$ cat src/timer_cfg.svh
// holds the register map, field positions and reset values of the time base
// assumes inclusion by bare name from every file that needs a constant
//
// Contract
// 16-bit up-counter with auto-reload value
// count, prescale, reload accessible while running
// reload accesses reach preload copy only
// reload shadow follows preload unless preload selected
// overflow raises update unless update inhibited
// software may force an update event
// counter advances on gated prescaler ticks
// counting starts one cycle after run set
// 16-bit prescaler divides by 1 to 65536
// prescale value buffered, applied at update
// divide by value plus one, restart on update
// count zero to reload, then wrap, overflow
`ifndef TIMER_CFG_SVH
`define TIMER_CFG_SVH

// ---------------------------------------------------------------
// register byte offsets
// ---------------------------------------------------------------
`define TB_OFS_CTRL 8'h00
`define TB_OFS_STATUS 8'h04
`define TB_OFS_MASK 8'h08
`define TB_OFS_EVGEN 8'h0c
`define TB_OFS_COUNT 8'h10
`define TB_OFS_PRESCALE 8'h14
`define TB_OFS_RELOAD 8'h18

// ---------------------------------------------------------------
// field positions
// ---------------------------------------------------------------
`define TB_CTRL_RUN 0
`define TB_CTRL_INHIBIT 1
`define TB_CTRL_PRELOAD 2
`define TB_ST_UPDATE 0
`define TB_ST_OVERFLOW 1
`define TB_EV_UPDATE 0

// ---------------------------------------------------------------
// reset values
// ---------------------------------------------------------------
`define TB_RST_CTRL 3'h0
`define TB_RST_STATUS 2'h0
`define TB_RST_MASK 2'h0
`define TB_RST_COUNT 16'h0000
`define TB_RST_PRESCALE 16'h0000
`define TB_RST_RELOAD 16'hffff

`endif

$ cat src/timer_pkg.sv
// holds the shared types of the time base
// assumes nothing beyond a systemverilog compiler
package timer_pkg;

	typedef enum logic [1:0] {
		BUS_IDLE = 2'b01,
		BUS_DATA = 2'b10
	} bus_phase_t;

	typedef logic [15:0] word16_t;

endpackage

$ cat src/timebase_if.sv
// holds the tick and update signals shared by prescaler, counter and control
// assumes one clock domain for all three parties
`timescale 1ns/100ps
interface timebase_if;
	logic counter_tick;
	logic update_pulse;
	logic overflow;

	modport psc_mp (input update_pulse, output counter_tick);
	modport cnt_mp (input counter_tick, input update_pulse, output overflow);
	modport ctl_mp (input counter_tick, input overflow, output update_pulse);
endinterface

$ cat src/tb_prescaler.sv
// holds the buffered 16-bit prescaler that makes the counter ticks
// assumes update pulses come from the control block in the same clock
`timescale 1ns/100ps
module tb_prescaler #(
	parameter int WIDTH = 16
) (
	input wire logic clk,
	input wire logic resetn,
	input wire logic count_run_bit,
	input wire logic [WIDTH-1:0] prescale_value,
	timebase_if.psc_mp tb
);
	logic [WIDTH-1:0] active_q;
	logic [WIDTH-1:0] div_q;
	logic wrap;

	// ---------------------------------------------------------------
	// divider
	// ---------------------------------------------------------------
	// divide by value plus one
	assign wrap = (div_q == active_q);
	// ticks gated by run
	assign tb.counter_tick = count_run_bit & wrap;

	// ratio loaded at update
	always_ff @(posedge clk or negedge resetn) begin
		if (!resetn) begin
			active_q <= '0;
		end else if (tb.update_pulse) begin
			active_q <= prescale_value;
		end
	end

	// R9 16-bit prescaler counter
	always_ff @(posedge clk or negedge resetn) begin
		if (!resetn) begin
			div_q <= '0;
		end else if (tb.update_pulse) begin
			// restart on update
			div_q <= '0;
		end else if (count_run_bit) begin
			div_q <= wrap ? '0 : div_q + 1'b1;
		end
	end
endmodule // tb_prescaler

$ cat src/tb_counter.sv
// holds the 16-bit up-counter and the shadowed reload value
// assumes writes and update pulses are single-cycle strobes
`timescale 1ns/100ps
`include "timer_cfg.svh"
module tb_counter #(
	parameter int WIDTH = 16
) (
	input wire logic clk,
	input wire logic resetn,
	input wire logic reload_preload_select,
	input wire logic [WIDTH-1:0] reload_value,
	input wire logic count_wr,
	input wire logic [WIDTH-1:0] count_wdata,
	output logic [WIDTH-1:0] count_value,
	timebase_if.cnt_mp tb
);
	logic [WIDTH-1:0] shadow_q;
	logic [WIDTH-1:0] count_q;

	// ---------------------------------------------------------------
	// counter
	// ---------------------------------------------------------------
	// wrap after reaching reload
	assign tb.overflow = tb.counter_tick & (count_q == shadow_q);
	assign count_value = count_q;

	// shadow follows or waits
	always_ff @(posedge clk or negedge resetn) begin
		if (!resetn) begin
			shadow_q <= `TB_RST_RELOAD;
		end else if (!reload_preload_select || tb.update_pulse) begin
			shadow_q <= reload_value;
		end
	end

	// R1 16-bit up-counter
	always_ff @(posedge clk or negedge resetn) begin
		if (!resetn) begin
			count_q <= `TB_RST_COUNT;
		end else if (count_wr) begin
			// writable while running
			count_q <= count_wdata;
		end else if (tb.update_pulse || tb.overflow) begin
			count_q <= '0;
		end else if (tb.counter_tick) begin
			// advance on tick only
			count_q <= count_q + 1'b1;
		end
	end
endmodule // tb_counter

$ cat src/timer_time_base_unit.sv
// holds the time-base top: ahb-lite register slave, update control, interrupt
// assumes one ahb-lite master, single word transfers, synchronous inputs
// a read right after a write to the same word sees the new value
`timescale 1ns/100ps
`include "timer_cfg.svh"
module timer_time_base_unit #(
	parameter int WIDTH = 16
) (
	input wire logic clk,
	input wire logic resetn,
	input wire logic hsel,
	input wire logic [31:0] haddr,
	input wire logic [1:0] htrans,
	input wire logic hwrite,
	input wire logic [2:0] hsize,
	input wire logic [31:0] hwdata,
	input wire logic hready,
	output logic [31:0] hrdata,
	output logic hreadyout,
	output logic hresp,
	output logic irq,
	output logic update_pulse
);
	timebase_if tb ();

	// ---------------------------------------------------------------
	// register state
	// ---------------------------------------------------------------
	logic count_run_bit_q;
	logic update_inhibit_bit_q;
	logic reload_preload_select_q;
	logic [1:0] status_q;
	logic [1:0] status_d;
	logic [1:0] mask_q;
	logic [WIDTH-1:0] prescale_value_q;
	logic [WIDTH-1:0] reload_value_q;
	logic [WIDTH-1:0] count_value;
	logic [31:0] hrdata_q;
	logic [31:0] rd_word;
	logic run_next;
	logic inhibit_next;
	logic preload_next;
	logic [1:0] mask_next;
	logic [WIDTH-1:0] prescale_next;
	logic [WIDTH-1:0] reload_next;
	logic [WIDTH-1:0] count_next;
	logic [1:0] pending;

	// ---------------------------------------------------------------
	// bus phase tracking
	// ---------------------------------------------------------------
	timer_pkg::bus_phase_t phase_q;
	logic addr_ok;
	logic wr_pend_q;
	logic [7:0] wr_addr_q;
	logic wr_go;
	logic sw_update;
	logic count_wr;
	logic word_size;
	logic rd_go;
	logic wr_ctrl;
	logic wr_status;
	logic wr_mask;
	logic wr_evgen;
	logic wr_prescale;
	logic wr_reload;

	// only word-sized accesses are honoured; others complete but do nothing
	assign word_size = (hsize == 3'h2);
	assign addr_ok = hsel & hready & htrans[1] & word_size;
	// read word is captured at the address phase edge
	assign rd_go = addr_ok & ~hwrite;

	always_ff @(posedge clk or negedge resetn) begin
		if (!resetn) begin
			phase_q <= timer_pkg::BUS_IDLE;
		end else if (hready) begin
			// either phase may be followed by a new address phase: transfers pipeline
			unique case (phase_q)
				timer_pkg::BUS_IDLE: begin
					phase_q <= addr_ok ? timer_pkg::BUS_DATA : timer_pkg::BUS_IDLE;
				end
				timer_pkg::BUS_DATA: begin
					phase_q <= addr_ok ? timer_pkg::BUS_DATA : timer_pkg::BUS_IDLE;
				end
				// a stray code falls back to idle
				default: begin
					phase_q <= timer_pkg::BUS_IDLE;
				end
			endcase
		end
	end

	always_ff @(posedge clk or negedge resetn) begin
		if (!resetn) begin
			wr_pend_q <= 1'b0;
		end else if (hready) begin
			wr_pend_q <= addr_ok & hwrite;
		end
	end

	// address kept for the data phase, when hwdata arrives
	always_ff @(posedge clk or negedge resetn) begin
		if (!resetn) begin
			wr_addr_q <= 8'h00;
		end else if (hready) begin
			wr_addr_q <= haddr[7:0];
		end
	end

	// zero-wait slave, always okay
	assign hreadyout = 1'b1;
	assign hresp = 1'b0;
	assign wr_go = wr_pend_q & (phase_q == timer_pkg::BUS_DATA);

	// ---------------------------------------------------------------
	// write strobes
	// ---------------------------------------------------------------
	// one strobe per register, so each process below owns one concern
	assign wr_ctrl = wr_go & (wr_addr_q == `TB_OFS_CTRL);
	assign wr_status = wr_go & (wr_addr_q == `TB_OFS_STATUS);
	assign wr_mask = wr_go & (wr_addr_q == `TB_OFS_MASK);
	assign wr_evgen = wr_go & (wr_addr_q == `TB_OFS_EVGEN);
	assign wr_prescale = wr_go & (wr_addr_q == `TB_OFS_PRESCALE);
	assign wr_reload = wr_go & (wr_addr_q == `TB_OFS_RELOAD);
	assign count_wr = wr_go & (wr_addr_q == `TB_OFS_COUNT);

	// ---------------------------------------------------------------
	// control register
	// ---------------------------------------------------------------
	// run flop delays start one cycle
	always_ff @(posedge clk or negedge resetn) begin
		if (!resetn) begin
			count_run_bit_q <= 1'(`TB_RST_CTRL >> `TB_CTRL_RUN);
		end else if (wr_ctrl) begin
			count_run_bit_q <= hwdata[`TB_CTRL_RUN];
		end
	end

	always_ff @(posedge clk or negedge resetn) begin
		if (!resetn) begin
			update_inhibit_bit_q <= 1'(`TB_RST_CTRL >> `TB_CTRL_INHIBIT);
		end else if (wr_ctrl) begin
			update_inhibit_bit_q <= hwdata[`TB_CTRL_INHIBIT];
		end
	end

	// preload select only steers the shadow copy, never the counter itself
	always_ff @(posedge clk or negedge resetn) begin
		if (!resetn) begin
			reload_preload_select_q <= 1'(`TB_RST_CTRL >> `TB_CTRL_PRELOAD);
		end else if (wr_ctrl) begin
			reload_preload_select_q <= hwdata[`TB_CTRL_PRELOAD];
		end
	end

	// ---------------------------------------------------------------
	// value registers
	// ---------------------------------------------------------------
	// prescale writable any time
	always_ff @(posedge clk or negedge resetn) begin
		if (!resetn) begin
			prescale_value_q <= `TB_RST_PRESCALE;
		end else if (wr_prescale) begin
			prescale_value_q <= hwdata[WIDTH-1:0];
		end
	end

	// writes land in preload copy
	always_ff @(posedge clk or negedge resetn) begin
		if (!resetn) begin
			reload_value_q <= `TB_RST_RELOAD;
		end else if (wr_reload) begin
			reload_value_q <= hwdata[WIDTH-1:0];
		end
	end

	always_ff @(posedge clk or negedge resetn) begin
		if (!resetn) begin
			mask_q <= `TB_RST_MASK;
		end else if (wr_mask) begin
			mask_q <= hwdata[1:0];
		end
	end

	// software forced update
	assign sw_update = wr_evgen & hwdata[`TB_EV_UPDATE];

	// ---------------------------------------------------------------
	// update generation
	// ---------------------------------------------------------------
	// overflow update unless inhibited
	assign tb.update_pulse = (tb.overflow & ~update_inhibit_bit_q) | sw_update;
	assign update_pulse = tb.update_pulse;

	// ---------------------------------------------------------------
	// status and interrupt
	// ---------------------------------------------------------------
	// set wins over a same-cycle write-one clear
	always_comb begin
		status_d = status_q;
		if (wr_status) begin
			status_d = status_q & ~hwdata[1:0];
		end
		if (tb.update_pulse) begin
			status_d[`TB_ST_UPDATE] = 1'b1;
		end
		if (tb.overflow) begin
			status_d[`TB_ST_OVERFLOW] = 1'b1;
		end
	end

	always_ff @(posedge clk or negedge resetn) begin
		if (!resetn) begin
			status_q <= `TB_RST_STATUS;
		end else begin
			status_q <= status_d;
		end
	end

	// registered so the pin never glitches while status and mask settle
	// status_d is used so irq rises at the same edge as the status bit
	assign pending = status_d & mask_q;

	always_ff @(posedge clk or negedge resetn) begin
		if (!resetn) begin
			irq <= 1'b0;
		end else begin
			irq <= |pending;
		end
	end

	// ---------------------------------------------------------------
	// values after this edge
	// ---------------------------------------------------------------
	// a read taken in the data phase of a write must see the new word;
	// without this a back-to-back read would return the stale value
	assign run_next = wr_ctrl ? hwdata[`TB_CTRL_RUN] : count_run_bit_q;
	assign inhibit_next = wr_ctrl ? hwdata[`TB_CTRL_INHIBIT] : update_inhibit_bit_q;
	assign preload_next = wr_ctrl ? hwdata[`TB_CTRL_PRELOAD] : reload_preload_select_q;
	assign mask_next = wr_mask ? hwdata[1:0] : mask_q;
	assign prescale_next = wr_prescale ? hwdata[WIDTH-1:0] : prescale_value_q;
	assign reload_next = wr_reload ? hwdata[WIDTH-1:0] : reload_value_q;
	// live count lags a cycle anyway; only a software write is forwarded
	assign count_next = count_wr ? hwdata[WIDTH-1:0] : count_value;

	// ---------------------------------------------------------------
	// read data
	// ---------------------------------------------------------------
	// R2 reads show live values
	always_comb begin
		rd_word = 32'h0000_0000;
		case (haddr[7:0])
			`TB_OFS_CTRL: begin
				rd_word[`TB_CTRL_RUN] = run_next;
				rd_word[`TB_CTRL_INHIBIT] = inhibit_next;
				rd_word[`TB_CTRL_PRELOAD] = preload_next;
			end
			`TB_OFS_STATUS: rd_word[1:0] = status_d;
			`TB_OFS_MASK: rd_word[1:0] = mask_next;
			`TB_OFS_COUNT: rd_word[WIDTH-1:0] = count_next;
			`TB_OFS_PRESCALE: rd_word[WIDTH-1:0] = prescale_next;
			// R3 reads return preload copy
			`TB_OFS_RELOAD: rd_word[WIDTH-1:0] = reload_next;
			default: rd_word = 32'h0000_0000;
		endcase
	end

	// sampled in the address phase: a write just before is already visible
	always_ff @(posedge clk or negedge resetn) begin
		if (!resetn) begin
			hrdata_q <= 32'h0000_0000;
		end else if (rd_go) begin
			hrdata_q <= rd_word;
		end
	end
	assign hrdata = hrdata_q;

	// ---------------------------------------------------------------
	// datapath instances
	// ---------------------------------------------------------------
	tb_prescaler #(
		.WIDTH(WIDTH)
	) u_psc (
		.clk(clk),
		.resetn(resetn),
		.count_run_bit(count_run_bit_q),
		.prescale_value(prescale_value_q),
		.tb(tb.psc_mp)
	);

	tb_counter #(
		.WIDTH(WIDTH)
	) u_cnt (
		.clk(clk),
		.resetn(resetn),
		.reload_preload_select(reload_preload_select_q),
		.reload_value(reload_value_q),
		.count_wr(count_wr),
		.count_wdata(hwdata[WIDTH-1:0]),
		.count_value(count_value),
		.tb(tb.cnt_mp)
	);
endmodule // timer_time_base_unit

$ cat config.mk
export PLATFORM = sky130hd
export DESIGN_NAME = timer_time_base_unit
export DESIGN_NICKNAME = d
export VERILOG_FILES = /design/src/timer_pkg.sv /design/src/timebase_if.sv /design/src/tb_prescaler.sv /design/src/tb_counter.sv /design/src/timer_time_base_unit.sv
export VERILOG_INCLUDE_DIRS = /design/src
export SDC_FILE = /design/constraint.sdc
export NUM_CORES = 1
export LEC_CHECK = 0
export ABC_AREA = 1
export BUFFER_PORTS_ARGS = -buffer_cell sky130_fd_sc_hd__buf_2
export CAP_MARGIN = 5
export CORE_MARGIN = 2
export CORE_UTILIZATION = 45
export CTS_BUF_LIST = sky130_fd_sc_hd__clkbuf_16
export DETAILED_ROUTE_END_ITERATION = 6
export PLACE_DENSITY_LB_ADDON = 0.1
export SLEW_MARGIN = 20
export SYNTH_ARGS = -nofsm -noshare
export SYNTH_HDL_FRONTEND = slang
export SYNTH_SLANG_ARGS = --single-unit
$ cat constraint.sdc
create_clock -name clk -period 2.7 [get_ports clk]
set_clock_uncertainty 0.05 [all_clocks]
set_input_delay 0.27 -clock clk [delete_from_list [all_inputs] [get_ports clk]]
set_output_delay 0.27 -clock clk [all_outputs]
set_load 0.02 [all_outputs]
==> results of run 1 <==
## metal layers
layer  up-vias  wire length, um  track usage [%]
met5         -                0                0
met4         0              212             5.08
met3        16              814             4.00
met2       150             8670             36.7
met1      2919             9140             31.6
li1       3276                -                -
## cells by family after synthesis
kind of cell / after synthesis
compound gates: 114
buf+inv: 198
xor+xnor: 20
simple gates: 557
flops: 131
mux: 3
other cells: 2
fa+ha+maj: 3
## what timing repair did
item                       in CTS  in global routing
hold buffers                    1                  0
hold endpoints to repair       60                  0
setup endpoints to repair       1                  1
cloned                          0                  0
gates resized for setup         1                  5
setup buffers                   0                  2
pin swaps                       0                  1
## stage by stage
stage | area [sq um] | worst slack, ns
floorplan | 7460 | 0.734
global placement | 7860 | 0.402
detailed placement | 7860 | 0.384
CTS | 8410 | 0.00691
global route | 8440 | -0.0149
finish | 8440 | 0.115
## how the worst max path moves through the flow
| stage | end | startpoint |
|---|---|---|
| floorplan | u_cnt.count_value[2] | phase_q[0] |
| global placement | u_psc.div_q[11] | u_cnt.count_value[8] |
| detailed placement | u_psc.div_q[0] | u_cnt.count_value[8] |
| CTS | update_pulse | phase_q[0] |
| global route | update_pulse | phase_q[0] |
| finish | update_pulse | phase_q[0] |
## power by group
part	leakage, nW	switching, W	internal [W]
Combinational	2.47	0.000904	0.000460
Sequential	1.51	0.000161	0.00211
Clock	0.291	0.000832	0.00132
Total	4.28	0.00190	0.00389
## area by class of cell
class                      instances  area, sq um  area share (%)
multi-input combinational        715         3300            39.1
sequential                       131         3320            39.3
tap                              216          270            3.20
clock inverter                    15          113            1.33
inverter                         148          558            6.61
timing repair buffer              71          454            5.38
clock buffer                      17          425            5.04
## cell usage in the layout (no fill, tap or decap), drive strengths merged
master / instances
o31ai: 1
o311ai: 1
nor3: 17
clkbuf: 17
nand4: 9
nor4: 4
o22ai: 1
nand2: 340
inv: 155
xor2: 20
and2: 2
or2: 1
nor2: 95
or3: 1
ha: 3
dfrtp: 98
a21oi: 9
clkinv: 6
nand3: 82
buf: 70
mux2: 3
dfstp: 33
bufinv: 2
nor3b: 3
nand3b: 3
conb: 18
o21ai: 102
dlygate4sd3: 1
## state kept, by name, summed over array words and instances (netlist names), 8 cells and up
register	flops
prescale_value_q	16
u_cnt.shadow_q	16
wr_addr_q	8
u_psc.active_q	16
hrdata	16
u_cnt.count_value	16
reload_value_q	16
u_psc.div_q	16
## worst max-delay path: stages (launching register included)
cell	delay, ns
dfstp_2	0.36
inv_1	0.04
ha_1	0.13
nand2_1	0.15
inv_2	0.13
nand4_1	0.16
nor4_4	0.36
inv_1	0.10
nand2_2	0.19
buf_2	0.20
==> flow_summary_export.csv, run 1 <==
group,metric,value,unit
outcome,status,"complete, no violations",
yosys,synth.most_common_cell,"nand2_1",
finish,final_util,52.8,%
routing,vias_per_cell,4.84,
yosys,ys_types,40,
timing,min_period,2.59,ns
timing,hold_viol,0,
power,fin_total_pwr,0.00578,W
global_route,grt_max_degree,76,
clock_network,clk_latency,0.42,ns
setup_path,worst-path-max-fanout,5,
finish,fin_nets,1161,
finish,n_antenna_cell,0,
yosys,yosys.area_share.simple,32.1,%
clock_network,path_clk_slew,0.06,ns
worst_hold_path,hold_path_end,"wr_addr_q[5]",
routing,antenna_left,0,
setup_path,r2r_cells,13,
power,p_per_area,685,nW/um^2
setup_path,critPathKind,"flop to output port",
yosys,ys_ff_latch,131,
finish,drive_gt1_share,15.5,%
worst_hold_path,hp-class,"input port to flop",
placement,dp_hpwl,13100,um
yosys,async_flop_share,100,%
clock_network,numCtsBuffers,17,
yosys,synth.area.mux_share,0.456,%
timing,slew_violations,0,
power,power.leakage,4.28,nW
timing,post-route-period-util,95.7,%
global_route,grt.total_usage,22.6,%
yosys,yosys_warnings,0,
timing,timing.setup.tns,0,ns
yosys,avgSynthCellArea,7.20,sq um
global_route,grt_pass1_vias,6088,
yosys,syn_inst,1028,
die,coreArea,16000,sq um
clock_network,htreeDepth,4,
setup_path,crit_path_end_kind,"output port",
die,die-height,132,um
placement,place_congestion,0.836,
yosys,synth_top_family_by_area,"simple AND/OR/NAND/NOR gates",
clock_network,clock_tree.buffer_depth,2,
finish,area_growth,14.1,%
setup_path,worstReg2RegEnd,"u_cnt.count_value[15]",
die,fp-row-count,46,
clock_network,cts_sinks,131,
yosys,synth_top_cell_by_area,"dfrtp_1",
yosys,synth_flop_cell,"dfrtp_1",
timing,max_slew.worst_pin.slew,0.708,ns
worst_hold_path,holdCritStartpoint,"haddr[5]",
die,die_x,132,um
setup_path,crit_path_start_kind,"flop",
setup_path,crit_required,2.38,ns
die,die_area,17500,sq um
placement,port_buffers,50,
power,vdd_drop_max,471,uV
global_route,grt_pass1_wl,31300,um
yosys,ys_top_cells_by_area,"dfrtp_1 33%, nand2_1 17%, dfstp_2 12%",
clock_network,ctsRootBufferMaster,"clkbuf_16",
setup_path,r2r_slack,0.30,ns
routing,wl_per_cell,14.3,um
setup_path,timing.rr.start,"phase_q[0]",
timing,holdWs,0.0231,ns
setup_path,crit_arrival,2.27,ns
yosys,netlist_area,7400,sq um
yosys,synthTopCellsByCount,"337 x nand2_1, 128 x inv_1, 98 x dfrtp_1",
routing,dr_total_vias,6361,
worst_hold_path,worstHoldPathCells,3,
routing,drt-total-wl,18800,um
die,ios,110,
routing,firstDrtPassIters,5,
finish,finalNonFillerCells,1313,
yosys,synth-adder-area-share,0.507,%
die,start_util,46.3,%
global_route,grt-ovfl-total,0,
routing,drtIter0Drc,336,
run,cap_violations,0,
yosys,synthDominantCellAreaShare,33.1,%
clock_network,cts_tree,"built",
routing,drc,0,
timing,slew_headroom,52.8,%
yosys,synth_edf_count,0,
finish,fillers,1632,
timing,fmax,0.387,GHz
global_route,antenna_found_initial,0,
timing,setup_viol,0,
yosys,seq_area_frac_synth,44.9,%
yosys,synth_compound_area_share,7.96,%
placement,dp_cells,1278,
yosys,synth_xor_area_share,2.37,%
Note: power is estimated with default switching activity, not from simulation.
==> run 2, diff against run 1 <==
--- a/config.mk
+++ b/config.mk
@@ -14,6 +14,7 @@
 export CTS_BUF_LIST = sky130_fd_sc_hd__clkbuf_16
 export DETAILED_ROUTE_END_ITERATION = 6
 export PLACE_DENSITY_LB_ADDON = 0.1
+export SKIP_CTS_REPAIR_TIMING = 1
 export SLEW_MARGIN = 20
 export SYNTH_ARGS = -nofsm -noshare
 export SYNTH_HDL_FRONTEND = slang
==> constraint.sdc (replaced) <==
create_clock -name clk -period 2.4 [get_ports clk]
set_clock_uncertainty 0.05 [all_clocks]
set_input_delay 0.24 -clock clk [delete_from_list [all_inputs] [get_ports clk]]
set_output_delay 0.24 -clock clk [all_outputs]
set_load 0.02 [all_outputs]
==> run 2 against run 1 <==
Effect of this change:
- the flow now finishes with violations (hold timing)
- non-clock buffer count is 17 higher
- clock-buffer cell count is the same
- routed wire length rose by 1.3%
- sequential share of layout area is 1.3 points lower
- setup slack worse by 0.053 ns
- first-iteration DRC count grew 7.7%
- sequential power is 12% higher
==> flow_summary_export.csv, run 2 (synthesis gave the netlist of run 1 again) <==
group,metric,value,unit
setup_path,r2r_cells,12,
routing,wl_per_cell,14.3,um
die,coreArea,16000,sq um
die,start_util,46.3,%
timing,fmax,0.428,GHz
outcome,status,"finished with violations",
placement,dpl_worst_slack,0.0320,ns
worst_hold_path,hp-class,"input port to flop",
global_route,antenna_found_initial,0,
global_route,grt-ovfl-total,0,
routing,antenna_left,0,
power,vdd_drop_max,475,uV
timing,post-route-period-util,97.4,%
clock_network,clock_tree.buffer_depth,2,
clock_network,numCtsBuffers,17,
finish,final_common_cell,"nand2_1",
outcome,violations,"hold timing",
setup_path,worst-path-max-fanout,5,
finish,area_growth,18.2,%
timing,min_period,2.34,ns
finish,n_antenna_cell,0,
setup_path,r2r_slack,0.17,ns
routing,dr_total_vias,6512,
routing,drc,0,
global_route,grt.total_usage,22.8,%
finish,final_util,54.7,%
power,fin_total_pwr,0.00693,W
die,fp-row-count,46,
global_route,grt_pass1_vias,6249,
setup_path,timing.rr.start,"phase_q[0]",
placement,place_congestion,0.856,
global_route,grt_pass1_wl,31600,um
finish,fin_nets,1178,
die,die_x,132,um
die,ios,110,
setup_path,critPathKind,"flop to output port",
setup_path,crit_required,2.11,ns
finish,most-common-layout-cells,"334 x nand2_1, 130 x inv_1, 94 x dfrtp_1, 87 x nor2_1, 79 x nand3_1",
setup_path,crit_path_end,"update_pulse",
power,power.leakage,4.41,nW
die,die-height,132,um
placement,port_buffers,50,
setup_path,crit_path_start_kind,"flop",
routing,vias_per_cell,4.90,
clock_network,cts_tree,"built",
timing,rsz0062_at_grt,"yes",
timing,hold_viol,1,
finish,drive_gt1_share,18.1,%
setup_path,crit_arrival,2.05,ns
run,cap_violations,0,
clock_network,path_clk_slew,0.06,ns
routing,drt-total-wl,19100,um
setup_path,startpoint,"phase_q[0]",
clock_network,cts_sinks,131,
timing,setup_viol,0,
die,die_area,17500,sq um
timing,finalWorstSetupSlack,0.0614,ns
placement,dp_hpwl,13500,um
timing,slew_headroom,54.3,%
timing,max_slew.worst_pin.slew,0.680,ns
clock_network,htreeDepth,4,
timing,slew_violations,0,
routing,drtIter0Drc,362,
global_route,grt_max_degree,60,
timing,holdWs,-0.0160,ns
setup_path,crit_path_end_kind,"output port",
clock_network,clk_latency,0.43,ns
power,p_per_area,792,nW/um^2
routing,firstDrtPassIters,5,
worst_hold_path,worstHoldPathCells,3,
setup_path,worstReg2RegEnd,"u_cnt.count_value[1]",
clock_network,ctsRootBufferMaster,"clkbuf_16",
[run 2: cell count changes in the layout (fill, tap and decap cells not counted), moves of 2 or more]
| cell | before | now |
|---|---|---|
| buf_4 | 17 | 32 |
| inv_1 | 135 | 130 |
| bufinv_16 | 2 | 5 |
| nand2_4 | 0 | 3 |
| buf_12 | 3 | 5 |
| clkinv_1 | 3 | 1 |
| clkinvlp_4 | 0 | 2 |
| dfrtp_1 | 96 | 94 |
| dfrtp_2 | 2 | 4 |
| inv_2 | 19 | 21 |
| nand2_1 | 336 | 334 |
| nor2_1 | 89 | 87 |
| nor2_4 | 4 | 6 |
[run 2: where the power goes]
group / leakage [nW] / switching (W) / internal (W)
sequential: 1.51 / 0.000176 / 0.00237
clock: 0.315 / 0.000978 / 0.00181
combinational: 2.59 / 0.00103 / 0.000551
[run 2: per-layer routing]
metal  vias to the layer above  GRT usage (%)  wire length [um]
met1                      3011           31.7              9150
met2                       171           35.6              8650
li1                       3309              -                 -
met3                        21           4.08               963
met4                         0           8.60               325
met5                         -              0                 0
[run 2: critical path, stage by stage (launching register included)]
cell     delay [ns]
dfstp_2        0.37
inv_2          0.06
ha_4           0.14
nand2_4        0.07
inv_2          0.06
nand4_1        0.16
nor4_4         0.43
inv_2          0.09
nand2_4        0.11
buf_6          0.13
[run 2: area by class of cell]
type	count	area, sq um
clock buffer	17	425
clock inverter	15	199
fill	1596	7260
inverter	148	558
multi-input combinational	715	3350
sequential	131	3320
tap	216	270
timing repair buffer	88	613
[run 2: how the worst min path moves through the flow]
stage / start / end / slack [ns]
5_1_grt: haddr[1] / wr_addr_q[1] / 0.009
2_1_floorplan: resetn / count_run_bit_q / -0.11
3_3_place_gp: resetn / irq / 0.20
3_5_place_dp: resetn / irq / 0.20
4_1_cts: resetn / irq / -0.26
6_report: haddr[5] / wr_addr_q[5] / -0.02
[run 2: metrics by stage]
step / setup TNS, ns / instance area, sq um / instances / hold slack, ns
6_report: 0 / 8740 / 1330 / -0.0160
5_1_grt: -0.0578 / 8740 / 1330 / 0.00948
4_1_cts: -0.220 / 8580 / 1320 / -0.264
3_5_place_dp: 0 / 7960 / 1288 / 0.195
3_3_place_gp: 0 / 7960 / 1288 / 0.198
2_1_floorplan: 0 / 7460 / 1044 / -0.106
==> run 3, diff against run 2 <==
--- a/config.mk
+++ b/config.mk
@@ -6,7 +6,7 @@
 export SDC_FILE = /design/constraint.sdc
 export NUM_CORES = 1
 export LEC_CHECK = 0
-export ABC_AREA = 1
+export ABC_AREA = 0
 export BUFFER_PORTS_ARGS = -buffer_cell sky130_fd_sc_hd__buf_2
 export CAP_MARGIN = 5
 export CORE_MARGIN = 2
==> run 3 against run 2 <==
Effect of this change:
- the flow finishes with violations (setup timing)
- register-to-register slack worse by 0.48 ns
- critical path type unchanged
- fmax shrank 14%
- via count down 14%
- design area up 4.5%
- highest routed layer unchanged
- synthesized cell count shrank 38%
- clock-buffer cell count did not move
- critical path depth shrank 2
- first-iteration DRC count is 4.7% higher
- combinational power decreased by 58%
- non-clock buffer count is 68 higher
- sequential share of layout area shrank 1.7 points
- critical endpoint unchanged
==> flow_summary_export.csv, run 3 <==
group,metric,value,unit
outcome,status,"finished with violations",
outcome,violations,"setup timing",
finish,most-common-layout-cells,"98 x dfrtp_1, 90 x buf_4, 48 x buf_2, 41 x nand2_1, 40 x mux2_4",
timing,slew_headroom,58.2,%
setup_path,r2r_cells,9,
global_route,grt.total_usage,23.6,%
yosys,synthDominantCellAreaShare,34.9,%
timing,timing.setup.tns,-8.03,ns
yosys,avgSynthCellArea,11.0,sq um
power,power.leakage,4.31,nW
yosys,synth.most_common_cell,"dfrtp_1",
clock_network,numCtsBuffers,17,
yosys,async_flop_share,100,%
die,die_area,16600,sq um
yosys,synthTopCellsByCount,"98 x dfrtp_1, 50 x mux2_2, 41 x nand2_1",
clock_network,htreeDepth,4,
placement,place_congestion,0.956,
global_route,antenna_found_initial,0,
global_route,grt_pass1_wl,30100,um
global_route,grt_pass1_vias,5644,
die,ios,110,
clock_network,path_clk_slew,0.06,ns
power,vdd_drop_max,508,uV
yosys,ys_top_cells_by_area,"dfrtp_1 35%, dfstp_2 12%, mux2_2 8.0%",
yosys,ys_types,66,
die,coreArea,15200,sq um
yosys,seq_area_frac_synth,47.3,%
routing,vias_per_cell,5.75,
setup_path,crit_arrival,2.43,ns
die,start_util,46.2,%
power,internal-power,0.00427,W
clock_network,clock_tree.buffer_depth,2,
finish,fin_nets,855,
die,die_x,129,um
power,p_switching,0.00141,W
timing,min_period,2.72,ns
routing,drtIter0Drc,379,
setup_path,crit_path_start_kind,"flop",
setup_path,crit_path_end_kind,"output port",
timing,finalWorstSetupSlack,-0.324,ns
yosys,syn_inst,637,
timing,post-route-period-util,114,%
yosys,ys_ff_latch,131,
routing,dr_total_vias,5631,
die,die-height,129,um
global_route,grt_max_degree,67,
setup_path,timing.rr.start,"u_cnt.shadow_q[15]",
run,cap_violations,0,
setup_path,worstReg2RegEnd,"u_cnt.shadow_q[7]",
timing,fmax,0.367,GHz
finish,fillers,1270,
timing,slew_violations,0,
setup_path,worst-path-max-fanout,2,
worst_hold_path,holdCritStartpoint,"hwdata[12]",
placement,port_buffers,50,
routing,drt-total-wl,19600,um
finish,area_growth,30.3,%
clock_network,cts_tree,"built",
finish,n_antenna_cell,0,
power,p_per_area,621,nW/um^2
timing,setup_viol,43,
timing,max_slew.worst_pin.slew,0.627,ns
finish,final_common_cell,"dfrtp_1",
routing,firstDrtPassIters,5,
yosys,netlist_area,7020,sq um
clock_network,clk_latency,0.42,ns
setup_path,critPathKind,"flop to output port",
yosys,synth_edf_count,0,
routing,wl_per_cell,20.0,um
setup_path,startpoint,"u_cnt.shadow_q[15]",
setup_path,r2r_slack,-0.31,ns
power,clkPwrFrac,44.8,%
placement,dpl_worst_slack,-0.188,ns
worst_hold_path,worstHoldPathCells,2,
worst_hold_path,hp-class,"input port to flop",
routing,antenna_left,0,
power,p_seq_share,43.4,%
yosys,yosys_warnings,0,
setup_path,crit_required,2.11,ns
timing,hold_viol,0,
worst_hold_path,hold_path_end,"u_cnt.count_value[12]",
finish,drive_gt1_share,41.0,%
global_route,grt-ovfl-total,0,
power,power_frac_comb,11.8,%
clock_network,ctsRootBufferMaster,"clkbuf_16",
timing,rsz0062_at_grt,"yes",
yosys,synth_flop_cell,"dfrtp_1",
routing,drc,0,
power,swShare,24.8,%
clock_network,cts_sinks,131,
placement,dp_hpwl,13800,um
yosys,synth_top_cell_by_area,"dfrtp_1",
die,fp-row-count,45,
## run 3: cell types whose count changed after synthesis, moves of 22 or more
cell,before,now
nand3_1,80,19
inv_1,128,13
o21ai_0,78,17
nor2_1,90,28
o21ai_1,24,2
nand2_1,337,41
mux2_2,3,50
## run 3: cell type report
type / instances / area (sq um) / share of cell area (%)
flip-flops and latches: 131 / 3320 / 36.3
clock inverters: 15 / 153 / 1.67
repair buffers: 156 / 1190 / 13.0
well taps: 188 / 235 / 2.57
multi-input cells: 458 / 3760 / 41.2
clock buffers: 17 / 425 / 4.65
inverters: 14 / 52.6 / 0.575
## run 3: critical path: stages, from the launching register on
cell and delay (ns):
dfstp_2 0.56, xor2_1 0.07, nor4_1 0.31, buf_4 0.17
nand4_1 0.15, or3_4 0.45, o21ai_4 0.16, buf_6 0.14
## run 3: cells by family (layout without fill, tap and decap cells)
logic type	count (synthesis)	after routing	synth area share, %
flops	131	131	47.3
buf+inv	64	202	4.74
mux	92	92	15.0
xor+xnor	37	37	4.62
other cells	2	18	0.107
compound gates	132	132	13.6
simple gates	176	176	14.1
fa+ha+maj	3	3	0.535
## run 3: worst max-delay path by stage
stage	end	slack (ns)	cells past startpoint
final	update_pulse	-0.32	7
after global routing	update_pulse	-0.41	7
after CTS	update_pulse	-0.57	7
after detailed placement	u_cnt.shadow_q[4]	-0.19	8
after global placement	hrdata[0]	-0.12	6
after floorplan	hrdata[0]	-0.12	6
## run 3: stage by stage
step | cell area, sq um | cells | power, W | utilization (%) | hold slack, ns
finish | 9140 | 979 | 0.00568 | 60.1 | 0.0279
global route | 9140 | 979 | 0.00590 | 60.1 | 0.0294
CTS | 8670 | 967 | 0.00567 | 57.0 | -0.211
detailed placement | 8090 | 935 | 0.00312 | 53.2 | 0.234
global placement | 8090 | 935 | 0.00310 | 53.2 | 0.231
floorplan | 7110 | 653 | 0.00283 | - | -0.106
## run 3: power by group through the flow
stage          Clock (W)  Sequential [W]  Combinational [W]
3_3_place_gp           0         0.00249           0.000608
6_report         0.00254         0.00247           0.000671
4_1_cts          0.00258         0.00246           0.000630
3_5_place_dp           0         0.00250           0.000626
5_1_grt          0.00268         0.00248           0.000738
2_1_floorplan          0         0.00249           0.000336
## run 3: per-layer routing
metal  vias to the layer above  part of all wire (%)  GRT usage [%]
li1                       2610                     -              -
met1                      2832                    46           32.1
met2                       169                    48           38.7
met3                        20                   4.2           4.62
met4                         0                   1.6           7.03
met5                         -                     0              0
